--- src/pcrc_pkg.sv ---
// package: register map, field positions, reset values and timing of the power clock reset block
package pcrc_pkg;
    // register byte offsets
    localparam logic [7:0] PCRC_OFS_POWER = 8'h00;
    localparam logic [7:0] PCRC_OFS_CLKSEL = 8'h04;
    localparam logic [7:0] PCRC_OFS_CLOCK_SWITCH_STATUS_REG = 8'h08;
    localparam logic [7:0] PCRC_OFS_RETAIN = 8'h0C;
    localparam logic [7:0] PCRC_OFS_MONITOR = 8'h10;
    localparam logic [7:0] PCRC_OFS_FLLCTRL = 8'h14;
    localparam logic [7:0] PCRC_OFS_FLLTARGET = 8'h18;
    localparam logic [7:0] PCRC_OFS_FLLSTAT = 8'h1C;
    localparam logic [7:0] PCRC_OFS_IRQEN = 8'h20;
    localparam logic [7:0] PCRC_OFS_IRQPRIO = 8'h24;
    localparam logic [7:0] PCRC_OFS_SCRATCH = 8'h28;
    localparam logic [7:0] PCRC_OFS_IRQVEC = 8'h2C;
    // power control fields
    localparam int PCRC_POS_SOFTRST = 2;
    localparam int PCRC_POS_CAUSE = 4;
    localparam logic [1:0] PCRC_MODE_RUN = 2'h0;
    localparam logic [1:0] PCRC_MODE_STANDBY = 2'h1;
    localparam logic [1:0] PCRC_MODE_SLEEP = 2'h2;
    localparam logic [1:0] PCRC_MODE_DEEP = 2'h3;
    // reset cause one-hot codes
    localparam logic [3:0] PCRC_CAUSE_POR = 4'h1;
    localparam logic [3:0] PCRC_CAUSE_WAKE = 4'h2;
    localparam logic [3:0] PCRC_CAUSE_WDOG = 4'h4;
    localparam logic [3:0] PCRC_CAUSE_SOFT = 4'h8;
    // clock select fields: source in [1:0], prescale exponent in [5:2]
    localparam int PCRC_POS_DIV = 2;
    localparam logic [1:0] PCRC_SRC_RFXTAL = 2'h0;
    localparam logic [1:0] PCRC_SRC_LFXTAL = 2'h1;
    localparam logic [1:0] PCRC_SRC_RC = 2'h2;
    localparam logic [1:0] PCRC_SRC_LPOSC = 2'h3;
    localparam logic [3:0] PCRC_RST_DIV = 4'h1;
    // fll control fields
    localparam int PCRC_POS_FLL_EN = 0;
    localparam int PCRC_POS_FLL_REF = 1;
    localparam int PCRC_POS_FLL_SLAVE = 2;
    localparam logic [7:0] PCRC_RST_TRIM = 8'h80;
    localparam logic [15:0] PCRC_RST_MONITOR = 16'h0400;
    localparam logic [15:0] PCRC_RST_TARGET = 16'h0000;
    // interrupt layout
    localparam int PCRC_NIRQ = 22;
    localparam int PCRC_IRQ_PORT = 0;
    localparam int PCRC_IRQ_SYSCTL = 1;
    localparam logic [15:0] PCRC_VEC_BASE = 16'h0003;
    localparam logic [15:0] PCRC_RESET_VECTOR = 16'h0000;
    // timing
    localparam int PCRC_CLK_MHZ = 40;
    localparam int PCRC_CPU_RST_NS = 200;
    localparam int PCRC_CPU_RST_CYC = (PCRC_CPU_RST_NS * PCRC_CLK_MHZ + 999) / 1000;
    localparam int PCRC_SWITCH_EDGES = 2;
    localparam int PCRC_FLL_WINDOW = 16;
    localparam int PCRC_REF_TIMEOUT = 256;
endpackage

--- src/pcrc_clk_switch.sv ---
// glitch-free system clock source switch with power-of-two prescaler
`timescale 1ns/1ps
`default_nettype none
module pcrc_clk_switch
    import pcrc_pkg::*;
(
    // clock and reset
    input wire logic clk,
    input wire logic rst_n,
    // synchronised oscillator levels and start-up flags
    input wire logic [3:0] osc_lvl,
    input wire logic [3:0] osc_ready,
    // requested setting
    input wire logic [1:0] req_src,
    input wire logic [3:0] req_div,
    // result
    output logic sys_clk,
    output logic pending,
    output logic [1:0] cur_src,
    output logic [3:0] cur_div
);
    typedef enum logic [1:0] {SW_RUN, SW_OLD, SW_NEW} pcrc_sw_type;
    pcrc_sw_type state;
    logic [3:0] lvl_q;
    logic [15:0] div_cnt;
    logic [1:0] edge_cnt;
    logic gate;
    logic old_rise;
    logic new_rise;
    logic divided;

    assign old_rise = osc_lvl[cur_src] & ~lvl_q[cur_src];
    assign new_rise = osc_lvl[req_src] & ~lvl_q[req_src];
    assign divided = (cur_div == 4'h0) ? osc_lvl[cur_src] : div_cnt[cur_div - 4'h1];
    assign pending = (state != SW_RUN);

    always_ff @(posedge clk or negedge rst_n) begin
        if (!rst_n) begin
            lvl_q <= 4'h0;
        end else begin
            lvl_q <= osc_lvl;
        end
    end

    // prescaler counts rising edges of the current source
    always_ff @(posedge clk or negedge rst_n) begin
        if (!rst_n) begin
            div_cnt <= 16'h0000;
        end else if (state == SW_NEW) begin
            div_cnt <= 16'h0000;
        end else if (old_rise) begin
            div_cnt <= div_cnt + 16'h0001;
        end
    end

    // old clock gated off after two of its edges, new one enabled after two of its own
    always_ff @(posedge clk or negedge rst_n) begin
        if (!rst_n) begin
            state <= SW_RUN;
            edge_cnt <= 2'h0;
            gate <= 1'b1;
            cur_src <= PCRC_SRC_RC;
            cur_div <= PCRC_RST_DIV;
        end else begin
            case (state)
                SW_RUN: begin
                    edge_cnt <= 2'h0;
                    if (req_src != cur_src || req_div != cur_div) begin
                        state <= SW_OLD;
                    end
                end
                SW_OLD: begin
                    if (edge_cnt >= 2'(PCRC_SWITCH_EDGES) && !divided) begin
                        gate <= 1'b0;
                        edge_cnt <= 2'h0;
                        state <= SW_NEW;
                    end else if (old_rise && edge_cnt < 2'(PCRC_SWITCH_EDGES)) begin
                        edge_cnt <= edge_cnt + 2'h1;
                    end
                end
                SW_NEW: begin
                    // new edges only counted once the oscillator has started
                    if (osc_ready[req_src] && new_rise) begin
                        if (edge_cnt == 2'(PCRC_SWITCH_EDGES - 1)) begin
                            cur_src <= req_src;
                            cur_div <= req_div;
                            gate <= 1'b1;
                            state <= SW_RUN;
                        end else begin
                            edge_cnt <= edge_cnt + 2'h1;
                        end
                    end
                end
                default: begin
                    state <= SW_RUN;
                end
            endcase
        end
    end

    always_ff @(posedge clk or negedge rst_n) begin
        if (!rst_n) begin
            sys_clk <= 1'b0;
        end else begin
            sys_clk <= gate & divided;
        end
    end
endmodule
`default_nettype wire

--- src/pcrc_top.sv ---
// power mode, clock select, clock monitor, fll, reset and interrupt vector controller
//
// The Avalon-MM register port and the placing of the registers were left to the implementer.
`timescale 1ns/1ps
`default_nettype none
module pcrc_top
    import pcrc_pkg::*;
#(
    parameter int NIRQ = PCRC_NIRQ,
    parameter int CPU_RST_CYC = PCRC_CPU_RST_CYC,
    parameter int FLL_WINDOW = PCRC_FLL_WINDOW,
    parameter int REF_TIMEOUT = PCRC_REF_TIMEOUT
)
(
    // clock and reset
    input wire logic clk,
    input wire logic nrst,
    // avalon-mm slave
    input wire logic [7:0] avs_address,
    input wire logic avs_read,
    input wire logic avs_write,
    input wire logic [31:0] avs_writedata,
    output logic [31:0] avs_readdata,
    output logic avs_waitrequest,
    // oscillators: rf xtal, lf xtal, rc, low-power
    input wire logic [3:0] osc_clk,
    input wire logic [3:0] osc_started,
    // pins and events
    input wire logic deep_wake_pin,
    input wire logic watchdog_expire,
    input wire logic [NIRQ-1:0] irq_lines,
    // processor side
    output logic cpu_rst_n,
    output logic cpu_halt,
    output logic [15:0] cpu_reset_vector,
    output logic irq_request,
    output logic [15:0] irq_vector,
    // power domains
    output logic periph_clk_en,
    output logic periph_pwr_en,
    output logic iram_pwr_en,
    output logic [1:0] xram_pwr_en,
    output logic radio_pwr_en,
    // clocks
    output logic sys_clk,
    output logic [7:0] osc_trim,
    output logic fll_locked
);
    typedef enum logic [1:0] {PM_RUN, PM_STANDBY, PM_SLEEP, PM_DEEP} pcrc_pm_type;
    logic rst_q1;
    logic rst_n;
    logic [5:0] pin_q1;
    logic [5:0] pin_q2;
    logic [3:0] osc_q1;
    logic [3:0] osc_lvl;
    logic [3:0] rdy_q1;
    logic [3:0] osc_rdy;
    pcrc_pm_type pm;
    logic [1:0] mode_field;
    logic [3:0] cause;
    logic [1:0] retain;
    logic [1:0] clk_src;
    logic [3:0] clk_div;
    logic [15:0] monitor_ivl;
    logic [15:0] monitor_cnt;
    logic [2:0] fll_ctrl;
    logic [15:0] fll_target;
    logic [NIRQ-1:0] irq_en;
    logic [NIRQ-1:0] irq_prio;
    logic [31:0] scratch;
    logic [7:0] rst_cnt;
    logic ack;
    logic wr_en;
    logic rd_en;
    logic sys_q;
    logic sw_pending;
    logic [1:0] cur_src;
    logic [3:0] cur_div;
    logic wake_pin_n;
    logic [NIRQ-1:0] irq_act;
    logic wake_sleep;
    logic wake_deep;
    logic soft_req;
    logic reset_evt;
    logic [3:0] next_cause;
    logic ref_lvl;
    logic ref_q;
    logic slv_lvl;
    logic slv_q;
    logic [15:0] ref_edges;
    logic [15:0] slv_edges;
    logic [15:0] ref_idle;
    logic ref_running;
    logic [31:0] rd_mux;

    // reset release through two flip-flops
    always_ff @(posedge clk or negedge nrst) begin
        if (!nrst) begin
            rst_q1 <= 1'b0;
            rst_n <= 1'b0;
        end else begin
            rst_q1 <= 1'b1;
            rst_n <= rst_q1;
        end
    end

    // two-flop synchronisers for oscillator levels, start flags and the wake pin
    always_ff @(posedge clk or negedge rst_n) begin
        if (!rst_n) begin
            osc_q1 <= 4'h0;
            osc_lvl <= 4'h0;
            rdy_q1 <= 4'h0;
            osc_rdy <= 4'h0;
            pin_q1 <= 6'h3F;
            pin_q2 <= 6'h3F;
        end else begin
            osc_q1 <= osc_clk;
            osc_lvl <= osc_q1;
            rdy_q1 <= osc_started;
            osc_rdy <= rdy_q1;
            pin_q1 <= {5'h1F, deep_wake_pin};
            pin_q2 <= pin_q1;
        end
    end
    assign wake_pin_n = pin_q2[0];

    // avalon: one wait cycle then the answer
    assign avs_waitrequest = (avs_read | avs_write) & ~ack;
    assign wr_en = avs_write & ~ack;
    assign rd_en = avs_read & ~ack;
    always_ff @(posedge clk or negedge rst_n) begin
        if (!rst_n) begin
            ack <= 1'b0;
        end else begin
            ack <= (avs_read | avs_write) & ~ack;
        end
    end

    always_comb begin
        rd_mux = 32'h00000000;
        case (avs_address)
            PCRC_OFS_POWER: rd_mux = {24'h000000, cause, 2'h0, mode_field};
            PCRC_OFS_CLKSEL: rd_mux = {26'h0, clk_div, clk_src};
            PCRC_OFS_CLOCK_SWITCH_STATUS_REG: rd_mux = {25'h0, cur_div, cur_src, sw_pending};
            PCRC_OFS_RETAIN: rd_mux = {30'h0, retain};
            PCRC_OFS_MONITOR: rd_mux = {16'h0000, monitor_ivl};
            PCRC_OFS_FLLCTRL: rd_mux = {29'h0, fll_ctrl};
            PCRC_OFS_FLLTARGET: rd_mux = {16'h0000, fll_target};
            PCRC_OFS_FLLSTAT: rd_mux = {23'h0, fll_locked, osc_trim};
            PCRC_OFS_IRQEN: rd_mux = 32'(irq_en);
            PCRC_OFS_IRQPRIO: rd_mux = 32'(irq_prio);
            PCRC_OFS_SCRATCH: rd_mux = scratch;
            PCRC_OFS_IRQVEC: rd_mux = {15'h0, irq_request, irq_vector};
            default: rd_mux = 32'h00000000;
        endcase
    end

    always_ff @(posedge clk or negedge rst_n) begin
        if (!rst_n) begin
            avs_readdata <= 32'h00000000;
        end else if (rd_en) begin
            avs_readdata <= rd_mux;
        end
    end

    // wake and reset events
    assign irq_act = irq_lines & irq_en;
    assign wake_sleep = irq_act[PCRC_IRQ_PORT] | irq_act[PCRC_IRQ_SYSCTL];
    assign wake_deep = ~wake_pin_n;
    assign soft_req = wr_en && avs_address == PCRC_OFS_POWER
        && avs_writedata[PCRC_POS_SOFTRST];
    always_comb begin
        next_cause = cause;
        reset_evt = 1'b0;
        if (soft_req) begin
            next_cause = PCRC_CAUSE_SOFT;
            reset_evt = 1'b1;
        end else if (watchdog_expire) begin
            next_cause = PCRC_CAUSE_WDOG;
            reset_evt = 1'b1;
        end else if ((pm == PM_SLEEP && wake_sleep) || (pm == PM_DEEP && wake_deep)) begin
            next_cause = PCRC_CAUSE_WAKE;
            reset_evt = 1'b1;
        end
    end

    // power mode state follows the mode field; wake clears it to running
    always_ff @(posedge clk or negedge rst_n) begin
        if (!rst_n) begin
            pm <= PM_RUN;
            mode_field <= PCRC_MODE_RUN;
            cause <= PCRC_CAUSE_POR;
        end else begin
            cause <= next_cause;
            case (pm)
                PM_RUN: begin
                    if (wr_en && avs_address == PCRC_OFS_POWER && !soft_req) begin
                        mode_field <= avs_writedata[1:0];
                        case (avs_writedata[1:0])
                            PCRC_MODE_STANDBY: pm <= PM_STANDBY;
                            PCRC_MODE_SLEEP: pm <= PM_SLEEP;
                            PCRC_MODE_DEEP: pm <= PM_DEEP;
                            default: pm <= PM_RUN;
                        endcase
                    end
                end
                PM_STANDBY: begin
                    if (|irq_act || watchdog_expire || soft_req) begin
                        pm <= PM_RUN;
                        mode_field <= PCRC_MODE_RUN;
                    end
                end
                PM_SLEEP: begin
                    if (wake_sleep || watchdog_expire) begin
                        pm <= PM_RUN;
                        mode_field <= PCRC_MODE_RUN;
                    end
                end
                PM_DEEP: begin
                    if (wake_deep) begin
                        pm <= PM_RUN;
                        mode_field <= PCRC_MODE_RUN;
                    end
                end
                default: begin
                    pm <= PM_RUN;
                end
            endcase
        end
    end

    // processor reset pulse; fetch restarts at the reset vector
    always_ff @(posedge clk or negedge rst_n) begin
        if (!rst_n) begin
            rst_cnt <= 8'(CPU_RST_CYC);
        end else if (reset_evt) begin
            rst_cnt <= 8'(CPU_RST_CYC);
        end else if (rst_cnt != 8'h00) begin
            rst_cnt <= rst_cnt - 8'h01;
        end
    end
    assign cpu_rst_n = (rst_cnt == 8'h00) && (pm != PM_SLEEP) && (pm != PM_DEEP);
    assign cpu_reset_vector = PCRC_RESET_VECTOR;

    // power domain controls
    assign cpu_halt = (pm != PM_RUN);
    assign periph_clk_en = (pm == PM_RUN) || (pm == PM_STANDBY);
    assign periph_pwr_en = (pm == PM_RUN) || (pm == PM_STANDBY);
    assign iram_pwr_en = (pm != PM_DEEP);
    assign radio_pwr_en = (pm != PM_DEEP);
    assign xram_pwr_en = (pm == PM_DEEP) ? 2'h0 : (pm == PM_SLEEP) ? retain : 2'h3;

    // clock select; monitor restore beats a write in the same cycle
    always_ff @(posedge clk or negedge rst_n) begin
        if (!rst_n) begin
            clk_src <= PCRC_SRC_RC;
            clk_div <= PCRC_RST_DIV;
        end else if (monitor_cnt >= monitor_ivl && monitor_ivl != 16'h0000) begin
            clk_src <= PCRC_SRC_RC;
            clk_div <= PCRC_RST_DIV;
        end else if (wr_en && avs_address == PCRC_OFS_CLKSEL) begin
            clk_src <= avs_writedata[1:0];
            clk_div <= avs_writedata[PCRC_POS_DIV +: 4];
        end
    end

    // other software registers, never blocked by the monitor
    always_ff @(posedge clk or negedge rst_n) begin
        if (!rst_n) begin
            retain <= 2'h3;
            monitor_ivl <= PCRC_RST_MONITOR;
            fll_ctrl <= 3'h0;
            fll_target <= PCRC_RST_TARGET;
            irq_en <= '0;
            irq_prio <= '0;
        end else if (wr_en) begin
            case (avs_address)
                PCRC_OFS_RETAIN: retain <= avs_writedata[1:0];
                PCRC_OFS_MONITOR: monitor_ivl <= avs_writedata[15:0];
                PCRC_OFS_FLLCTRL: fll_ctrl <= avs_writedata[2:0];
                PCRC_OFS_FLLTARGET: fll_target <= avs_writedata[15:0];
                PCRC_OFS_IRQEN: irq_en <= avs_writedata[NIRQ-1:0];
                PCRC_OFS_IRQPRIO: irq_prio <= avs_writedata[NIRQ-1:0];
                default: begin
                end
            endcase
        end
    end

    // scratch survives every power mode
    always_ff @(posedge clk or negedge rst_n) begin
        if (!rst_n) begin
            scratch <= 32'h00000000;
        end else if (wr_en && avs_address == PCRC_OFS_SCRATCH) begin
            scratch <= avs_writedata;
        end
    end

    pcrc_clk_switch u_switch (
        .clk(clk),
        .rst_n(rst_n),
        .osc_lvl(osc_lvl),
        .osc_ready(osc_rdy | 4'hC),
        .req_src(clk_src),
        .req_div(clk_div),
        .sys_clk(sys_clk),
        .pending(sw_pending),
        .cur_src(cur_src),
        .cur_div(cur_div)
    );

    // clock monitor counts cycles since the last system clock transition
    always_ff @(posedge clk or negedge rst_n) begin
        if (!rst_n) begin
            sys_q <= 1'b0;
            monitor_cnt <= 16'h0000;
        end else begin
            sys_q <= sys_clk;
            if (sys_q != sys_clk || sw_pending || monitor_cnt >= monitor_ivl) begin
                monitor_cnt <= 16'h0000;
            end else begin
                monitor_cnt <= monitor_cnt + 16'h0001;
            end
        end
    end

    // frequency locked loop
    assign ref_lvl = fll_ctrl[PCRC_POS_FLL_REF] ? osc_lvl[1] : osc_lvl[0];
    assign slv_lvl = fll_ctrl[PCRC_POS_FLL_SLAVE] ? osc_lvl[3] : osc_lvl[2];
    assign ref_running = (ref_idle < 16'(REF_TIMEOUT));
    always_ff @(posedge clk or negedge rst_n) begin
        if (!rst_n) begin
            ref_q <= 1'b0;
            slv_q <= 1'b0;
            ref_idle <= 16'(REF_TIMEOUT);
        end else begin
            ref_q <= ref_lvl;
            slv_q <= slv_lvl;
            if (ref_lvl && !ref_q) begin
                ref_idle <= 16'h0000;
            end else if (ref_running) begin
                ref_idle <= ref_idle + 16'h0001;
            end
        end
    end

    always_ff @(posedge clk or negedge rst_n) begin
        if (!rst_n) begin
            ref_edges <= 16'h0000;
            slv_edges <= 16'h0000;
            osc_trim <= PCRC_RST_TRIM;
            fll_locked <= 1'b0;
        end else if (!fll_ctrl[PCRC_POS_FLL_EN] || !ref_running) begin
            ref_edges <= 16'h0000;
            slv_edges <= 16'h0000;
            fll_locked <= 1'b0;
        end else if (ref_lvl && !ref_q && ref_edges == 16'(FLL_WINDOW - 1)) begin
            ref_edges <= 16'h0000;
            slv_edges <= 16'h0000;
            fll_locked <= (slv_edges == fll_target);
            if (slv_edges < fll_target && osc_trim != 8'hFF) begin
                osc_trim <= osc_trim + 8'h01;
            end else if (slv_edges > fll_target && osc_trim != 8'h00) begin
                osc_trim <= osc_trim - 8'h01;
            end
        end else begin
            if (ref_lvl && !ref_q) begin
                ref_edges <= ref_edges + 16'h0001;
            end
            if (slv_lvl && !slv_q) begin
                slv_edges <= slv_edges + 16'h0001;
            end
        end
    end

    // interrupt vector: high priority first, then lowest index
    always_ff @(posedge clk or negedge rst_n) begin
        if (!rst_n) begin
            irq_request <= 1'b0;
            irq_vector <= PCRC_VEC_BASE;
        end else begin
            irq_request <= |irq_act;
            for (int i = NIRQ - 1; i >= 0; i--) begin
                if (irq_act[i] && (irq_prio[i] || !(|(irq_act & irq_prio)))) begin
                    irq_vector <= PCRC_VEC_BASE + 16'(i * 8);
                end
            end
        end
    end
endmodule
`default_nettype wire

--- config.mk ---
export PLATFORM = sky130hd
export DESIGN_NAME = pcrc_top
export DESIGN_NICKNAME = d
export VERILOG_FILES = /design/src/pcrc_pkg.sv /design/src/pcrc_clk_switch.sv /design/src/pcrc_top.sv
export SDC_FILE = /design/constraint.sdc
export NUM_CORES = 1
export LEC_CHECK = 0
export ABC_CLOCK_PERIOD_IN_PS = 9150
export BUFFER_PORTS_ARGS = -buffer_cell sky130_fd_sc_hd__buf_2
export CORE_MARGIN = 2
export CORE_UTILIZATION = 54
export CTS_CLUSTER_SIZE = 28
export DETAILED_ROUTE_END_ITERATION = 8
export PLACE_DENSITY = 0.77
export SYNTH_ARGS = -nofsm -noshare
export SYNTH_HDL_FRONTEND = slang
export SYNTH_SLANG_ARGS = --single-unit
--- constraint.sdc ---
create_clock -name clk -period 9.15 [get_ports clk]
set_input_delay 1.83 -clock clk [delete_from_list [all_inputs] [get_ports clk]]
set_output_delay 1.83 -clock clk [all_outputs]
set_load 0.005 [all_outputs]
==> impl_metrics.prom <==
# TYPE chip_impl_metric gauge
chip_impl_metric{name="post_synth.cell_area_avg",unit="um2"} 10.7
chip_impl_metric{name="timing.critical_path.required",unit="ns"} 7.32
chip_impl_metric{name="grt_pass1_vias",unit=""} 11830
chip_impl_metric{name="seq_area_frac_synth",unit=""} 0.490
chip_impl_metric{name="global_route.overflow_total",unit=""} 0
chip_impl_metric{name="row_count",unit=""} 61
chip_impl_metric{name="layout_setup_ws",unit="ns"} 4.45
chip_impl_metric{name="largest_net_degree_at_the_start_of_global_routing",unit=""} 165
chip_impl_info{name="critPathCaptureType",value="output pin"} 1
chip_impl_metric{name="drv_slew",unit=""} 0
chip_impl_metric{name="dpl.cell_count",unit=""} 1896
chip_impl_metric{name="cts_max_path_buffers",unit=""} 3
chip_impl_info{name="ctsRootBufferMaster",value="clkbuf_16"} 1
chip_impl_info{name="worst-setup-path-type",value="in2out"} 1
chip_impl_metric{name="yosys_warnings",unit=""} 0
chip_impl_info{name="worst_hold_startpoint",value="osc_q1[1]$_DFF_PN0_"} 1
chip_impl_metric{name="cts_hold_buffers",unit=""} 0
chip_impl_metric{name="post-layout-total-power",unit="mW"} 3.37
chip_impl_metric{name="worst_hold_slack",unit="ns"} 0.347
chip_impl_info{name="crit-reg2reg-launch",value="fll_target[9]$_DFFE_PN0P_"} 1
chip_impl_metric{name="critPathMaxFanout",unit=""} 11
chip_impl_metric{name="detail-route-antenna-nets",unit=""} 0
chip_impl_metric{name="clk_pin_slew",unit="ns"} 0.06
chip_impl_metric{name="worst_slew_pin_slew",unit="ns"} 1.20
chip_impl_info{name="cts_tree",value="built"} 1
chip_impl_metric{name="instances_no_fill",unit=""} 1957
chip_impl_metric{name="initial_core_util",unit=""} 0.549
chip_impl_metric{name="route.final.wire_length",unit="um"} 38900
chip_impl_info{name="worst_setup_path_startpoint",value="avs_write"} 1
chip_impl_metric{name="placement.io_buffers",unit=""} 130
chip_impl_metric{name="synth_edf_count",unit=""} 0
chip_impl_metric{name="multi_input_comb_area",unit="um2"} 7230
chip_impl_info{name="status",value="finished clean"} 1
chip_impl_metric{name="postSynthRegisterBits",unit=""} 298
chip_impl_metric{name="synth_cell_type_count",unit=""} 81
chip_impl_metric{name="timing.final.setup_violations",unit=""} 0
chip_impl_metric{name="die_w",unit="um"} 172
chip_impl_metric{name="maximum_capacitance_violations",unit=""} 0
chip_impl_info{name="min-delay-path-class",value="reg2reg"} 1
chip_impl_info{name="rsz0062_at_grt",value="false"} 1
chip_impl_metric{name="setup_buffers_after_cts",unit=""} 0
chip_impl_metric{name="resize_count_post_cts",unit=""} 0
chip_impl_metric{name="num-nets-final",unit=""} 1681
chip_impl_metric{name="wl_met3",unit="um"} 2580
chip_impl_metric{name="post_synth_inst_count",unit=""} 1426
chip_impl_metric{name="post_route_cells_drive_above_1_share",unit=""} 0.217
chip_impl_metric{name="area_of_the_mapped_netlist",unit="um2"} 15200
chip_impl_metric{name="leakage",unit="nW"} 8.21
chip_impl_metric{name="floorplan.die_area",unit="um2"} 29600
chip_impl_metric{name="final_worst_path_period_need",unit="ns"} 4.70
chip_impl_metric{name="setup_tns_final",unit="ns"} 0
chip_impl_metric{name="clock_sink_count",unit=""} 298
chip_impl_metric{name="async_flop_share",unit=""} 1.00
chip_impl_metric{name="die_y",unit="um"} 172
chip_impl_metric{name="powerDensity",unit="nW/um2"} 196
chip_impl_metric{name="place_ws",unit="ns"} 4.32
chip_impl_info{name="synth_flop_cell",value="dfrtp_1"} 1
chip_impl_metric{name="fmax",unit="MHz"} 213
chip_impl_metric{name="fillcell_total",unit=""} 2244
chip_impl_info{name="leading_cell_type_in_the_layout_fill_and_taps_excluded",value="dfrtp_1"} 1
chip_impl_metric{name="core_area",unit="um2"} 27800
chip_impl_metric{name="final-seq-area",unit="um2"} 7480
chip_impl_info{name="dr.max_layer_used",value="met4"} 1
chip_impl_info{name="cp_launch_type",value="primary input"} 1
chip_impl_metric{name="vias",unit=""} 11818
chip_impl_metric{name="clock-skew-final",unit="ns"} 0.0131
chip_impl_metric{name="antennaDiodeCount",unit=""} 0
chip_impl_metric{name="detail_route.wl_per_cell",unit="um"} 19.9
chip_impl_info{name="mostFrequentLayoutCells",value="283 x dfrtp_1, 130 x buf_2, 111 x nand2_1"} 1
chip_impl_metric{name="report.final.hold_viol_count",unit=""} 0
chip_impl_metric{name="boundaryPins",unit=""} 160
chip_impl_metric{name="detail_route.wirelength.met1",unit="um"} 16300
chip_impl_metric{name="grt_pass1_wl",unit="um"} 62300
chip_impl_metric{name="period_share",unit=""} 0.514
chip_impl_metric{name="cts_htree_levels",unit=""} 2
chip_impl_metric{name="number_of_iterations_in_the_first_detailed_routing_pass",unit=""} 6
chip_impl_metric{name="vdd_drop_max",unit="mV"} 0.129
chip_impl_metric{name="detailedRoute.firstIterationViolations",unit=""} 954
chip_impl_metric{name="place_congestion",unit=""} 0.921
chip_impl_metric{name="synthToLayoutAreaGrowth",unit="%"} 13.1
chip_impl_metric{name="grt_antenna_before_repair",unit=""} 0
chip_impl_metric{name="grt_usage",unit=""} 0.267
chip_impl_metric{name="detailroute.wirelength.met2",unit="um"} 19100
chip_impl_metric{name="cts_buf_count",unit=""} 34
chip_impl_metric{name="route.detailed.vias_per_inst",unit=""} 6.04
chip_impl_metric{name="relSlewSlack",unit=""} 0.196
chip_impl_metric{name="drc",unit=""} 0
chip_impl_metric{name="post-dp-hpwl",unit="um"} 27900
chip_impl_metric{name="clkLatencyLatePin",unit="ns"} 0.52
chip_impl_metric{name="critPathArrivalTime",unit="ns"} 2.87
-- where the power goes --
group | internal [mW] | switching, mW
Clock | 0.784 | 0.535
Combinational | 0.224 | 0.309
Sequential | 1.41 | 0.110
Total | 2.42 | 0.953
-- synthesized netlist by cell type, drive strengths merged (32+ instances only) --
master / n / area share
dfrtp: 284 / 0.47
mux2: 111 / 0.082
nand2: 111 / 0.027
nor2: 93 / 0.023
inv: 60 / 0.015
o21ai: 59 / 0.019
a21oi: 57 / 0.019
nand3: 56 / 0.018
ha: 50 / 0.041
clkbuf: 41 / 0.010
xnor2: 35 / 0.020
xor2: 35 / 0.020
buf: 34 / 0.017
a21o: 32 / 0.016
-- cell type report --
class | instances | share of cell area
flip-flops and latches | 298 | 0.434
inverters | 60 | 0.0131
clock inverters | 9 | 0.00515
well taps | 378 | 0.0274
repair buffers | 141 | 0.0432
clock buffers | 52 | 0.0579
multi-input cells | 1019 | 0.419
-- sequential cells by signal (all words and copies together) (netlist names), 5 cells and up --
signal and cells:
irq_vector 5, ref_edges 16, monitor_ivl 16, u_switch.div_cnt 16, slv_edges 16, rst_cnt 8
fll_target 16, irq_prio 22, irq_en 22, avs_readdata 32, scratch 32, monitor_cnt 16
osc_trim 8, ref_idle 16
-- routing by layer --
layer  track usage  vias up
li1              -     5446
met1         0.346     5899
met2         0.458      400
met3        0.0481       73
met4        0.0833        0
met5             0        -
-- path summary, 6_finish.rpt --
kind	endpoint	slack, ns	cells past startpoint
max	avs_waitrequest	4.45	4
min	osc_lvl[1]$_DFF_PN0_	0.35	0
max reg2reg	osc_trim[7]$_DFFE_PN1P_	4.79	14
max in group asynchronous	rst_cnt[7]$_DFFE_PN0P_	6.53	2
min reg2reg	osc_lvl[1]$_DFF_PN0_	0.35	0
min in group asynchronous	osc_q1[1]$_DFF_PN0_	0.43	0
-- stage by stage --
stage | instance area [um2] | util
after global routing | 17200 | 0.621
after floorplan | 15300 | -
after CTS | 17200 | 0.621
after global placement | 16200 | 0.582
final | 17200 | 0.621
after detailed placement | 16200 | 0.582
-- logic make-up (layout without fill, tap and decap cells) --
kind of cell,after synthesis,in the layout,synth area share
mux,130,130,0.0994
fa+ha+maj,51,51,0.0423
buf+inv,135,262,0.0418
flops,298,298,0.490
simple gates,428,428,0.142
xor+xnor,70,70,0.0402
compound gates,312,312,0.143
other cells,2,28,0.000493
-- worst max-delay path, stage by stage --
cell and delay (ns):
buf_2 0.07, nor2b_1 0.65, nand2b_1 0.21, buf_2 0.11
Power figures use the tool's default switching activity.
